### src/rtl/ssxap_pkg.sv
// package: constants and carrier types for the single-step and external access port
package ssxap_pkg;
	// address and data widths
	localparam int ADDR_W = 10;
	localparam int DATA_W = 8;
	localparam int PORT_W = 8;
	localparam int P2LO_W = 2;
	// instruction cycle: clocks per cycle and position of the sync pulse
	localparam int CYC_LEN    = 15;
	localparam int SYNC_START = 10;
	localparam int SYNC_MID   = 12;
	localparam int FETCH_PH   = 2;
	// reset fetch addresses in external access
	localparam logic [9:0] ROM_FIRST_PC  = 10'h0ff;
	localparam logic [9:0] ROM_SECOND_PC = 10'h001;
	localparam logic [9:0] EPROM_FIRST_PC = 10'h000;
	localparam logic [9:0] PC_RESET      = 10'h000;
	// host buffer access window, nanoseconds, and clock period
	localparam int HOST_WIN_NS = 600;
	localparam int CLK_NS      = 4;
	localparam int HOST_WIN_CYC = HOST_WIN_NS / CLK_NS;
	// step state machine states
	typedef enum logic [1:0] {
		SSXAP_RUN,
		SSXAP_DRAIN,
		SSXAP_HALT
	} ssxap_step_e;
	// values bundled toward the ports
	typedef struct packed {
		logic [7:0] p1;
		logic [1:0] p2lo;
	} ssxap_port_s;
endpackage

### src/rtl/ssxap_sync2.sv
// two-flop synchroniser for a bundle of pin levels
`timescale 1ns/1ps
module ssxap_sync2 #(
	parameter int W   = 1,
	parameter bit RST = 1'b0
) (
	// clock and reset
	input  wire logic         i_sys_clk,
	input  wire logic         i_rst_n,
	input  wire logic         i_ce,
	// pins in, synced out
	input  wire logic [W-1:0] i_d,
	output logic      [W-1:0] o_q
);
	logic [W-1:0] meta_r;
	// first stage read only by the second
	always_ff @(posedge i_sys_clk or negedge i_rst_n) begin
		if (!i_rst_n) begin
			meta_r <= {W{RST}};
			o_q    <= {W{RST}};
		end else if (i_ce) begin
			meta_r <= i_d;
			o_q    <= meta_r;
		end
	end
endmodule

### src/rtl/ssxap_verify.sv
// address latch and verify readout of program memory
`timescale 1ns/1ps
module ssxap_verify
	import ssxap_pkg::*;
(
	// clock and reset
	input  wire logic              i_sys_clk,
	input  wire logic              i_rst_n,
	input  wire logic              i_ce,
	// synced programmer pins
	input  wire logic              i_program_pulse_pin_en,
	input  wire logic              i_reset_pin,
	input  wire logic              i_verify_sel,
	input  wire logic [DATA_W-1:0] i_data,
	input  wire logic [P2LO_W-1:0] i_p2lo,
	// memory read and readout
	output logic      [ADDR_W-1:0] o_addr,
	input  wire logic [DATA_W-1:0] i_word,
	output logic      [DATA_W-1:0] o_data,
	output logic                   o_drive
);
	import ssxap_pkg::*;
	logic reset_d_r;
	// rising reset pin latches the address
	always_ff @(posedge i_sys_clk or negedge i_rst_n) begin
		if (!i_rst_n) begin
			reset_d_r <= 1'b0;
			o_addr    <= '0;
		end else if (i_ce) begin
			reset_d_r <= i_reset_pin;
			if (i_program_pulse_pin_en && i_reset_pin && !reset_d_r)
				o_addr <= {i_p2lo, i_data};
		end
	end
	// verify high with reset held drives the stored word; low is program mode
	always_ff @(posedge i_sys_clk or negedge i_rst_n) begin
		if (!i_rst_n) begin
			o_data  <= '0;
			o_drive <= 1'b0;
		end else if (i_ce) begin
			o_drive <= i_program_pulse_pin_en && reset_d_r && i_verify_sel;
			o_data  <= i_word;
		end
	end
endmodule

### src/rtl/ssxap_top.sv
// single-step, external access and verify port logic of the microcontroller
`timescale 1ns/1ps
module ssxap_top
	import ssxap_pkg::*;
#(
	parameter bit EPROM_VARIANT = 1'b1
) (
	// clock, reset, enable
	input  wire logic              i_sys_clk,
	input  wire logic              i_rst_n,
	input  wire logic              i_ce,
	// pins from outside
	input  wire logic              i_step_req_n,
	input  wire logic              i_external_access,
	input  wire logic              i_reset_pin,
	input  wire logic              i_verify_sel,
	input  wire logic [DATA_W-1:0] i_data,
	input  wire logic [P2LO_W-1:0] i_p2lo_pin,
	// core side, same clock
	input  wire logic              i_two_cycle,
	input  wire logic [ADDR_W-1:0] i_core_next_pc,
	input  wire ssxap_port_s       i_core_port,
	input  wire logic [DATA_W-1:0] i_int_opcode,
	input  wire logic [DATA_W-1:0] i_rom_word,
	// outputs
	output logic                   o_cycle_sync,
	output logic                   o_halted,
	output logic                   o_advance,
	output logic                   o_fetch,
	output logic [ADDR_W-1:0]      o_pc,
	output logic [DATA_W-1:0]      o_opcode,
	output ssxap_port_s            o_port,
	output logic                   o_host_ok,
	output logic [ADDR_W-1:0]      o_mem_addr,
	output logic [DATA_W-1:0]      o_data,
	output logic                   o_data_oe_n
);
	import ssxap_pkg::*;

	initial begin
		if (SYNC_MID <= SYNC_START || SYNC_MID >= CYC_LEN || FETCH_PH >= SYNC_START)
			$error("bad cycle phase constants");
	end

	// synchronised pins
	logic              step_n_s, ea_s, rp_s, vs_s;
	logic [DATA_W-1:0] data_s;
	logic [P2LO_W-1:0] p2lo_s;
	ssxap_sync2 #(.W(4), .RST(1'b1)) u_sync_ctl (
		.i_sys_clk (i_sys_clk),
		.i_rst_n   (i_rst_n),
		.i_ce      (i_ce),
		.i_d       ({i_step_req_n, i_external_access, i_reset_pin, i_verify_sel}),
		.o_q       ({step_n_s, ea_s, rp_s, vs_s})
	);
	ssxap_sync2 #(.W(DATA_W + P2LO_W), .RST(1'b0)) u_sync_dat (
		.i_sys_clk (i_sys_clk),
		.i_rst_n   (i_rst_n),
		.i_ce      (i_ce),
		.i_d       ({i_p2lo_pin, i_data}),
		.o_q       ({p2lo_s, data_s})
	);

	// cycle phase counter and state
	logic [3:0]  phase_r;
	ssxap_step_e st_r;
	logic        req_r;
	logic        second_r;
	logic        halted;
	logic        cyc_end;
	assign halted  = (st_r == SSXAP_HALT);
	assign cyc_end = (phase_r == 4'(CYC_LEN - 1));

	// phase advances once per clock; frozen while halted
	always_ff @(posedge i_sys_clk or negedge i_rst_n) begin
		if (!i_rst_n) begin
			phase_r <= '0;
		end else if (i_ce && !halted) begin
			phase_r <= cyc_end ? 4'h0 : phase_r + 4'h1;
		end
	end

	// step request sampled mid-pulse
	always_ff @(posedge i_sys_clk or negedge i_rst_n) begin
		if (!i_rst_n) begin
			req_r <= 1'b0;
		end else if (i_ce) begin
			if (phase_r == 4'(SYNC_MID) && !halted)
				req_r <= !step_n_s;
			else if (halted)
				req_r <= 1'b0;
		end
	end

	// tracks second cycle of a two-cycle instruction
	always_ff @(posedge i_sys_clk or negedge i_rst_n) begin
		if (!i_rst_n) begin
			second_r <= 1'b0;
		end else if (i_ce && cyc_end && !halted) begin
			second_r <= i_two_cycle && !second_r;
		end
	end

	// step state machine: halt at next fetch boundary, release on high request
	always_ff @(posedge i_sys_clk or negedge i_rst_n) begin
		if (!i_rst_n) begin
			st_r <= SSXAP_RUN;
		end else if (i_ce) begin
			unique case (st_r)
				SSXAP_RUN: begin
					if (cyc_end && req_r)
						st_r <= (i_two_cycle && !second_r) ? SSXAP_DRAIN : SSXAP_HALT;
				end
				SSXAP_DRAIN: begin
					if (cyc_end)
						st_r <= SSXAP_HALT;
				end
				SSXAP_HALT: begin
					if (step_n_s)
						st_r <= SSXAP_RUN;
				end
			endcase
		end
	end

	// cycle sync: pulse each cycle; while halted, high only while the step request is low
	always_ff @(posedge i_sys_clk or negedge i_rst_n) begin
		if (!i_rst_n) begin
			o_cycle_sync <= 1'b0;
			o_halted     <= 1'b0;
		end else if (i_ce) begin
			o_halted     <= halted;
			o_cycle_sync <= halted ? !step_n_s
				: (phase_r >= 4'(SYNC_START - 1) && phase_r < 4'(CYC_LEN - 1));
		end
	end

	// host buffer window: external access only, during the sync pulse phases or while halted
	always_ff @(posedge i_sys_clk or negedge i_rst_n) begin
		if (!i_rst_n) begin
			o_host_ok <= 1'b0;
		end else if (i_ce) begin
			o_host_ok <= ea_s && (halted || (phase_r >= 4'(SYNC_START - 1)
				&& phase_r < 4'(CYC_LEN - 1)));
		end
	end

	// reset fetch sequence in external access
	logic [1:0] boot_r;
	logic       fetch_now;
	assign fetch_now = !halted && (phase_r == 4'(FETCH_PH));
	always_ff @(posedge i_sys_clk or negedge i_rst_n) begin
		if (!i_rst_n) begin
			boot_r <= 2'h0;
		end else if (i_ce && fetch_now && boot_r != 2'h2) begin
			boot_r <= boot_r + 2'h1;
		end
	end

	// fetch address and opcode source
	logic [ADDR_W-1:0] pc_nxt;
	always_comb begin
		pc_nxt = i_core_next_pc;
		if (ea_s && boot_r == 2'h0)
			pc_nxt = EPROM_VARIANT ? EPROM_FIRST_PC : ROM_FIRST_PC;
		else if (ea_s && boot_r == 2'h1 && !EPROM_VARIANT)
			pc_nxt = ROM_SECOND_PC;
	end
	always_ff @(posedge i_sys_clk or negedge i_rst_n) begin
		if (!i_rst_n) begin
			o_pc     <= PC_RESET;
			o_opcode <= '0;
			o_fetch  <= 1'b0;
			o_advance <= 1'b0;
		end else if (i_ce) begin
			o_fetch   <= fetch_now;
			o_advance <= cyc_end && !halted;
			if (fetch_now) begin
				o_pc     <= pc_nxt;
				o_opcode <= ea_s ? data_s : i_int_opcode;
			end
		end
	end

	// port mux: next address while halted; fetch address in external access (EPROM variant only before SYNC_START)
	logic mux_phase;
	assign mux_phase = (phase_r < 4'(SYNC_START));
	always_ff @(posedge i_sys_clk or negedge i_rst_n) begin
		if (!i_rst_n) begin
			o_port <= '0;
		end else if (i_ce) begin
			if (halted)
				o_port <= {i_core_next_pc[7:0], i_core_next_pc[9:8]};
			else if (ea_s && (!EPROM_VARIANT || mux_phase))
				o_port <= {o_pc[7:0], o_pc[9:8]};
			else
				o_port <= i_core_port;
		end
	end

	// program memory verify readout
	logic [DATA_W-1:0] vdata;
	logic              vdrive;
	ssxap_verify u_verify (
		.i_sys_clk   (i_sys_clk),
		.i_rst_n     (i_rst_n),
		.i_ce        (i_ce),
		.i_program_pulse_pin_en   (ea_s),
		.i_reset_pin (rp_s),
		.i_verify_sel(vs_s),
		.i_data      (data_s),
		.i_p2lo      (p2lo_s),
		.o_addr      (o_mem_addr),
		.i_word      (i_rom_word),
		.o_data      (vdata),
		.o_drive     (vdrive)
	);
	always_ff @(posedge i_sys_clk or negedge i_rst_n) begin
		if (!i_rst_n) begin
			o_data      <= '0;
			o_data_oe_n <= 1'b1;
		end else if (i_ce) begin
			o_data      <= vdata;
			o_data_oe_n <= !vdrive;
		end
	end
endmodule

### config.mk
export PLATFORM = sky130hd
export DESIGN_NAME = ssxap_top
export DESIGN_NICKNAME = d
export VERILOG_FILES = /design/src/rtl/ssxap_pkg.sv /design/src/rtl/ssxap_sync2.sv /design/src/rtl/ssxap_verify.sv /design/src/rtl/ssxap_top.sv
export SDC_FILE = /design/constraint.sdc
export NUM_CORES = 1
export LEC_CHECK = 0
export BUFFER_PORTS_ARGS = -buffer_cell sky130_fd_sc_hd__clkbuf_2
export CAP_MARGIN = 20
export CELL_PAD_IN_SITES_DETAIL_PLACEMENT = 1
export CELL_PAD_IN_SITES_GLOBAL_PLACEMENT = 1
export CORE_ASPECT_RATIO = 2
export CORE_UTILIZATION = 25
export DETAILED_ROUTE_END_ITERATION = 16
export GPL_TIMING_DRIVEN = 0
export PLACE_DENSITY = 0.59
export SYNTH_ARGS = -nofsm -noshare
export SYNTH_HDL_FRONTEND = slang
export SYNTH_SLANG_ARGS = --single-unit
### constraint.sdc
create_clock -name i_sys_clk -period 5.25 [get_ports i_sys_clk]
set_input_delay 0.2625 -clock i_sys_clk [delete_from_list [all_inputs] [get_ports i_sys_clk]]
set_output_delay 0.2625 -clock i_sys_clk [all_outputs]
set_load 0.03 [all_outputs]
==> flow_summary.ini, run 1 <==
[global_route]
gr-total-overflow = 0
grt_pass1_vias = 3506
grt_max_degree = 58
grt_pass1_wl_mm = 18.7
track_usage_pct = 14.1
antenna_found_initial = 0

[clock_network]
cts_resized = 0
cts_buffer_depth = 2
clock_latency_ns = 0.35
cts_max_level = 3
cts.sinks = 100
cts_buffers = 9
cts-root-buf = clkbuf_16
cts_tree = built
clk_pin_slew_worst_paths_ns = 0.07

[timing]
setup_viol = 0
setup_tns_ns = 0
rsz0062_at_grt = false
fin_worst_skew_ns = 0.00870
period_needed_ns = 1.93
worstMarginPinSlew_ns = 0.655
hold_violations = 0
final_max_slew_viol_count = 0
slew_headroom_pct = 56.4
fmax_mhz = 518
period_share_pct = 36.8

[setup_path]
r2r_slack_ns = 3.32
worst-path-buf-inv = 3
end_kind = flip-flop
rr_startpoint = st_r[0]$_DFFE_PN0P_
crit_arrival_ns = 2.16
worstPathMaxFanout = 10
ff2ff_path_depth = 8
slowest_stage = dfrtp_1
worstSetupStartpointType = flip-flop
path_cells = inv_1 > ha_1 > buf_2 > nor3b_2 > nand3_1 > buf_4 > nor2_4 > mux2_1
critPathTopFamily = buffers and inverters
slowest_delay_ns = 0.36
rr_endpoint = boot_r[1]$_DFFE_PN0P_
crit_type = reg -> reg
worstPathRequired_ns = 5.48

[placement]
io_buffer_count = 105
post_dp_cell_area_sq_um = 5140
dpl.hpwl_mm = 8.76
gp_congestion = 0.718

[hold_path]
hold_depth = 3
hold_end = o_pc[8]$_DFFE_PN0P_
min_from = i_core_next_pc[8]
hold_path_class = in -> reg

[floorplanning]
core_area_sq_um = 16800
initial_utilization_pct = 25.7
ios = 106
dieWidth_um = 95.0
fp.dieArea_sq_um = 17900
die_h_um = 188
rows = 67

[power]
power.density_nw_per_um2 = 526
p_leak_uw = 0.00264
ir_worst_vdd_mv = 0.177

[detailed_routing]
vias = 3065
drcViolationCount = 0
drt_pass1_iterations = 4
drtIter0Drc = 54
vias_per_cell = 4.48
ant_nets = 0
postRouteWirelength_mm = 11.4
wl_per_cell_um = 16.6

[yosys]
yosys.area.top_type = dfrtp_1
seq_area_frac_synth_pct = 58.1
synth_warnings = 0
synthDistinctLibCells = 39
syn_inst = 354
ys_seq_elements = 100
synth_edf_count = 0
syn_nets = 413
synth.avg_cell_area_sq_um = 12.2
synth-main-ff-cell = dfrtp_1
syn-cell-area_sq_um = 4320
synth.area.top_cells = dfrtp_1 (53%), mux2_2 (15%), o21ai_0 (5.7%)
ys_async_sr_fraction_pct = 100
synth_top_cell_area_share_pct = 52.7

[cells_and_area]
design_area_sq_um = 5470
diodes = 0
syn2layout_area_growth_pct = 26.6
drive_gt1_share_pct = 44.9
nets = 531
fillCellCount = 1902

[flow_run]
maxCapViolations = 0

[outcome]
outcome = completed
-- layout by cell type (no fill, tap or decap), types with 2 or more instances in the layout --
master and count:
o21ai_0 49, dfstp_2 9, buf_2 13, mux2_1 3
clkinv_2 2, buf_6 3, mux2_2 56, clkbuf_2 104
nand2_1 59, nor2_1 3, ha_1 5, clkbuf_16 9
o22ai_1 2, a31oi_1 2, dfrtp_1 91, clkbuf_1 3
nand3_1 2, mux2i_1 19, inv_1 11, buf_4 2
bufinv_16 2
-- worst reg2reg max path, delay by kind of cell, from the launching register on --
family / cells / cell delay, ns
buf+inv: 3 / 0.47
simple gates: 3 / 0.46
flops: 1 / 0.36
mux: 1 / 0.33
fa+ha+maj: 1 / 0.20
-- report_power, final --
part / switching [uW] / internal, uW
combinational: 664 / 361
clock: 294 / 431
sequential: 139 / 990
total: 1100 / 1780
-- cells in the mapped netlist (2+ instances only) --
library cell / count
dfrtp_1: 91
nand2_1: 59
mux2_2: 56
o21ai_0: 49
mux2i_1: 19
buf_2: 13
inv_1: 11
dfstp_2: 9
ha_1: 5
buf_6: 3
clkbuf_1: 3
mux2_1: 3
nor2_1: 3
a31oi_1: 2
buf_4: 2
nand3_1: 2
o22ai_1: 2
-- cells by family after synthesis --
| group | share of synthesized area [%] |
|---|---|
| compound gates | 7.32 |
| xor+xnor | 0.203 |
| fa+ha+maj | 1.45 |
| buf+inv | 3.93 |
| flops | 58.1 |
| mux | 19.8 |
| simple gates | 9.20 |
-- area by class of cell --
type / count / area, sq um / share of cell area, %
buffer: 22 / 129 / 2.35
clock buffer: 10 / 239 / 4.37
clock inverter: 6 / 86.3 / 1.58
inverter: 11 / 41.3 / 0.754
multi-input combinational: 221 / 1640 / 30.0
sequential: 100 / 2510 / 45.9
tap: 207 / 259 / 4.73
timing repair buffer: 107 / 566 / 10.3
-- repair_timing --
item,CTS,global route
buffers inserted,0,0
hold buffers,1,0
hold endpoints to repair,43,0
-- worst max-delay path by stage --
stage,slack [ns],to,cells after the start,startpoint
2_1_floorplan,3.55,boot_r[1]$_DFFE_PN0P_,8,st_r[0]$_DFFE_PN0P_
3_3_place_gp,2.59,u_verify.o_data[3]$_DFFE_PN0P_,1,i_rst_n
3_5_place_dp,3.30,boot_r[1]$_DFFE_PN0P_,8,st_r[0]$_DFFE_PN0P_
4_1_cts,3.27,boot_r[1]$_DFFE_PN0P_,8,st_r[0]$_DFFE_PN0P_
5_1_grt,3.19,boot_r[1]$_DFFE_PN0P_,8,st_r[0]$_DFFE_PN0P_
6_report,3.32,boot_r[1]$_DFFE_PN0P_,8,st_r[0]$_DFFE_PN0P_
-- through the flow --
stage	total power [uW]	utilization (%)	setup WS, ns	hold slack (ns)	instances
detailed placement	2190	30.5	3.30	0.355	667
floorplan	1830	-	3.55	-0.0331	354
global route	3070	32.5	3.19	0.134	684
finish	2880	32.5	3.32	0.139	684
global placement	2140	30.3	2.59	0.471	666
CTS	2940	32.5	3.27	0.122	684
-- layer usage --
layer	global-route usage, %	part of all wire [%]
met1	14.6	37
met2	26.9	58
met3	2.35	2.8
met4	5.77	1.9
met5	0	0
-- registers in the layout (all words and copies together) (netlist names), 2 cells and up --
name,count
u_sync_ctl.o_q,4
phase_r,4
u_sync_dat.meta_r,10
u_sync_dat.o_q,10
st_r,2
o_opcode,8
o_data,8
o_pc,10
o_port,10
u_verify.o_data,8
u_verify.o_addr,10
boot_r,2
u_sync_ctl.meta_r,4
(Power assumes the default switching activity.)
==> run 2, diff against run 1 <==
==> constraint.sdc (replaced) <==
create_clock -name i_sys_clk -period 1.97 [get_ports i_sys_clk]
set_input_delay 0.0985 -clock i_sys_clk [delete_from_list [all_inputs] [get_ports i_sys_clk]]
set_output_delay 0.0985 -clock i_sys_clk [all_outputs]
set_load 0.03 [all_outputs]
==> run 2 against run 1 <==
  * Register-to-register slack got worse by 3.2 ns
  * Largest power group unchanged
  * Die area unchanged
  * Largest cell class unchanged
  * Setup slack got worse by 3.2 ns
  * Maximum frequency increased by 2.2%
  * Critical path depth decreased by 1
  * Via count increased by 4.1%
  * Clock power increased to 2.7 times the previous value
==> flow_summary.ini, run 2 (synthesized netlist as in run 1, its figures left out) <==
[outcome]
outcome = completed

[power]
ir_worst_vdd_mv = 0.470
power.density_nw_per_um2 = 1340
p_leak_uw = 0.00278

[clock_network]
clk_pin_slew_worst_paths_ns = 0.07
cts_buffer_depth = 2
cts-root-buf = clkbuf_16
clock_latency_ns = 0.35
cts.sinks = 100
cts_buffers = 9
cts_tree = built
cts_max_level = 3

[timing]
slew_headroom_pct = 56.2
setup_ws_ns = 0.0808
fmax_mhz = 529
worstMarginPinSlew_ns = 0.658
rsz0062_at_grt = false
period_needed_ns = 1.89
final_max_slew_viol_count = 0
hold_violations = 0
period_share_pct = 95.9
fin_worst_skew_ns = 0.00772
setup_viol = 0

[setup_path]
worstPathMaxFanout = 10
crit_arrival_ns = 2.12
crit_type = reg -> reg
critPathTopFamily = simple AND/OR/NAND/NOR gates
slowest_stage = dfrtp_1
rr_startpoint = st_r[1]$_DFFE_PN0P_
end_kind = flip-flop
worstSetupStartpointType = flip-flop
worst-path-buf-inv = 2
r2r_slack_ns = 0.08
slowest_delay_ns = 0.41
critical_path.startpoint = st_r[1]$_DFFE_PN0P_
worstPathRequired_ns = 2.20
path_cells = ha_1 > buf_4 > nor3b_4 > nand3_2 > buf_8 > nor2_4 > mux2_1

[cells_and_area]
design_area_sq_um = 5790
fillCellCount = 1897
seq_area_sq_um = 2510
final_common_cell = clkbuf_2
drive_gt1_share_pct = 43.1
most-common-layout-cells = clkbuf_2 (105), dfrtp_1 (91), nand2_1 (59)
diodes = 0
syn2layout_area_growth_pct = 33.9
nets = 560
multi_input_area_sq_um = 1650

[hold_path]
hold_path_class = in -> reg
min_from = i_core_next_pc[2]

[detailed_routing]
dr_wl_met3_um = 301
drcViolationCount = 0
drtIter0Drc = 66
vias_per_cell = 4.47
highest_layer = met4
met2_length_mm = 6.69
met1Wirelength_mm = 4.30
vias = 3190
drt_pass1_iterations = 4
wl_per_cell_um = 16.1
postRouteWirelength_mm = 11.5
ant_nets = 0

[global_route]
grt_max_degree = 58
track_usage_pct = 14.3
grt_pass1_vias = 3626
grt_pass1_wl_mm = 19.1
gr-total-overflow = 0
antenna_found_initial = 0

[floorplanning]
dieWidth_um = 95.0
initial_utilization_pct = 25.7
rows = 67
ios = 106
die_h_um = 188
fp.dieArea_sq_um = 17900
core_area_sq_um = 16800

[placement]
place_ws_ns = 0.0226
gp_congestion = 0.718
io_buffer_count = 105
dpl.hpwl_mm = 8.76
post_dp_cell_area_sq_um = 5140

[flow_run]
maxCapViolations = 0
-- run 2: power by group --
group	switching (uW)	internal [uW]
combinational	1800	1020
clock	784	1150
sequential	368	2640
total	2950	4810
-- run 2: worst register-to-register path: stages (launching register included) --
cell	delay (ns)
dfrtp_1	0.41
ha_1	0.20
buf_4	0.18
nor3b_4	0.24
nand3_2	0.15
buf_8	0.18
nor2_4	0.10
mux2_1	0.33
-- run 2: worst paths after layout --
path                                               endpoint  cells after the start
setup / recovery                      boot_r[1]$_DFFE_PN0P_                      7
hold / removal                          o_pc[2]$_DFFE_PN0P_                      3
setup reg to reg                      boot_r[1]$_DFFE_PN0P_                      7
hold reg to reg                     o_opcode[2]$_DFFE_PN0P_                      2
max in group asynchronous  u_sync_ctl.meta_r[0]$_DFFE_PN1P_                      3
min in group asynchronous           o_opcode[3]$_DFFE_PN0P_                      2
-- run 2: area by class of cell --
class | count | area share [%]
sequential | 100 | 43.4
multi-input combinational | 221 | 28.5
timing repair buffer | 137 | 14.9
tap | 207 | 4.47
clock buffer | 10 | 4.13
buffer | 21 | 2.36
clock inverter | 6 | 1.49
inverter | 11 | 0.713
-- run 2: metrics by stage --
| step | util [%] | TNS [ns] | std cells | hold WS, ns | total power (uW) |
|---|---|---|---|---|---|
| floorplan | - | 0 | 354 | -0.197 | 4880 |
| global placement | 30.3 | -46.93 | 666 | 0.331 | 5720 |
| detailed placement | 30.5 | 0 | 667 | 0.191 | 5840 |
| CTS | 34.2 | 0 | 712 | 0.00287 | 7870 |
| global route | 34.4 | 0 | 713 | 0.0175 | 8270 |
| finish | 34.4 | 0 | 713 | 0.0111 | 7760 |
-- run 2: routing by layer --
metal / global-route usage [%] / vias to the layer above
met5: 0 / -
met4: 5.77 / 0
met3: 2.31 / 11
met2: 27.4 / 66
met1: 14.7 / 1607
li1: - / 1506
-- run 2: what timing repair did --
item | CTS | global route
resized for setup | 1 | 6
hold buffers | 29 | 0
setup buffers | 0 | 2
setup endpoints to repair | 1 | 18
pin swaps | 0 | 2
cloned | 0 | 0
endpoints found under the hold margin | 71 | 0
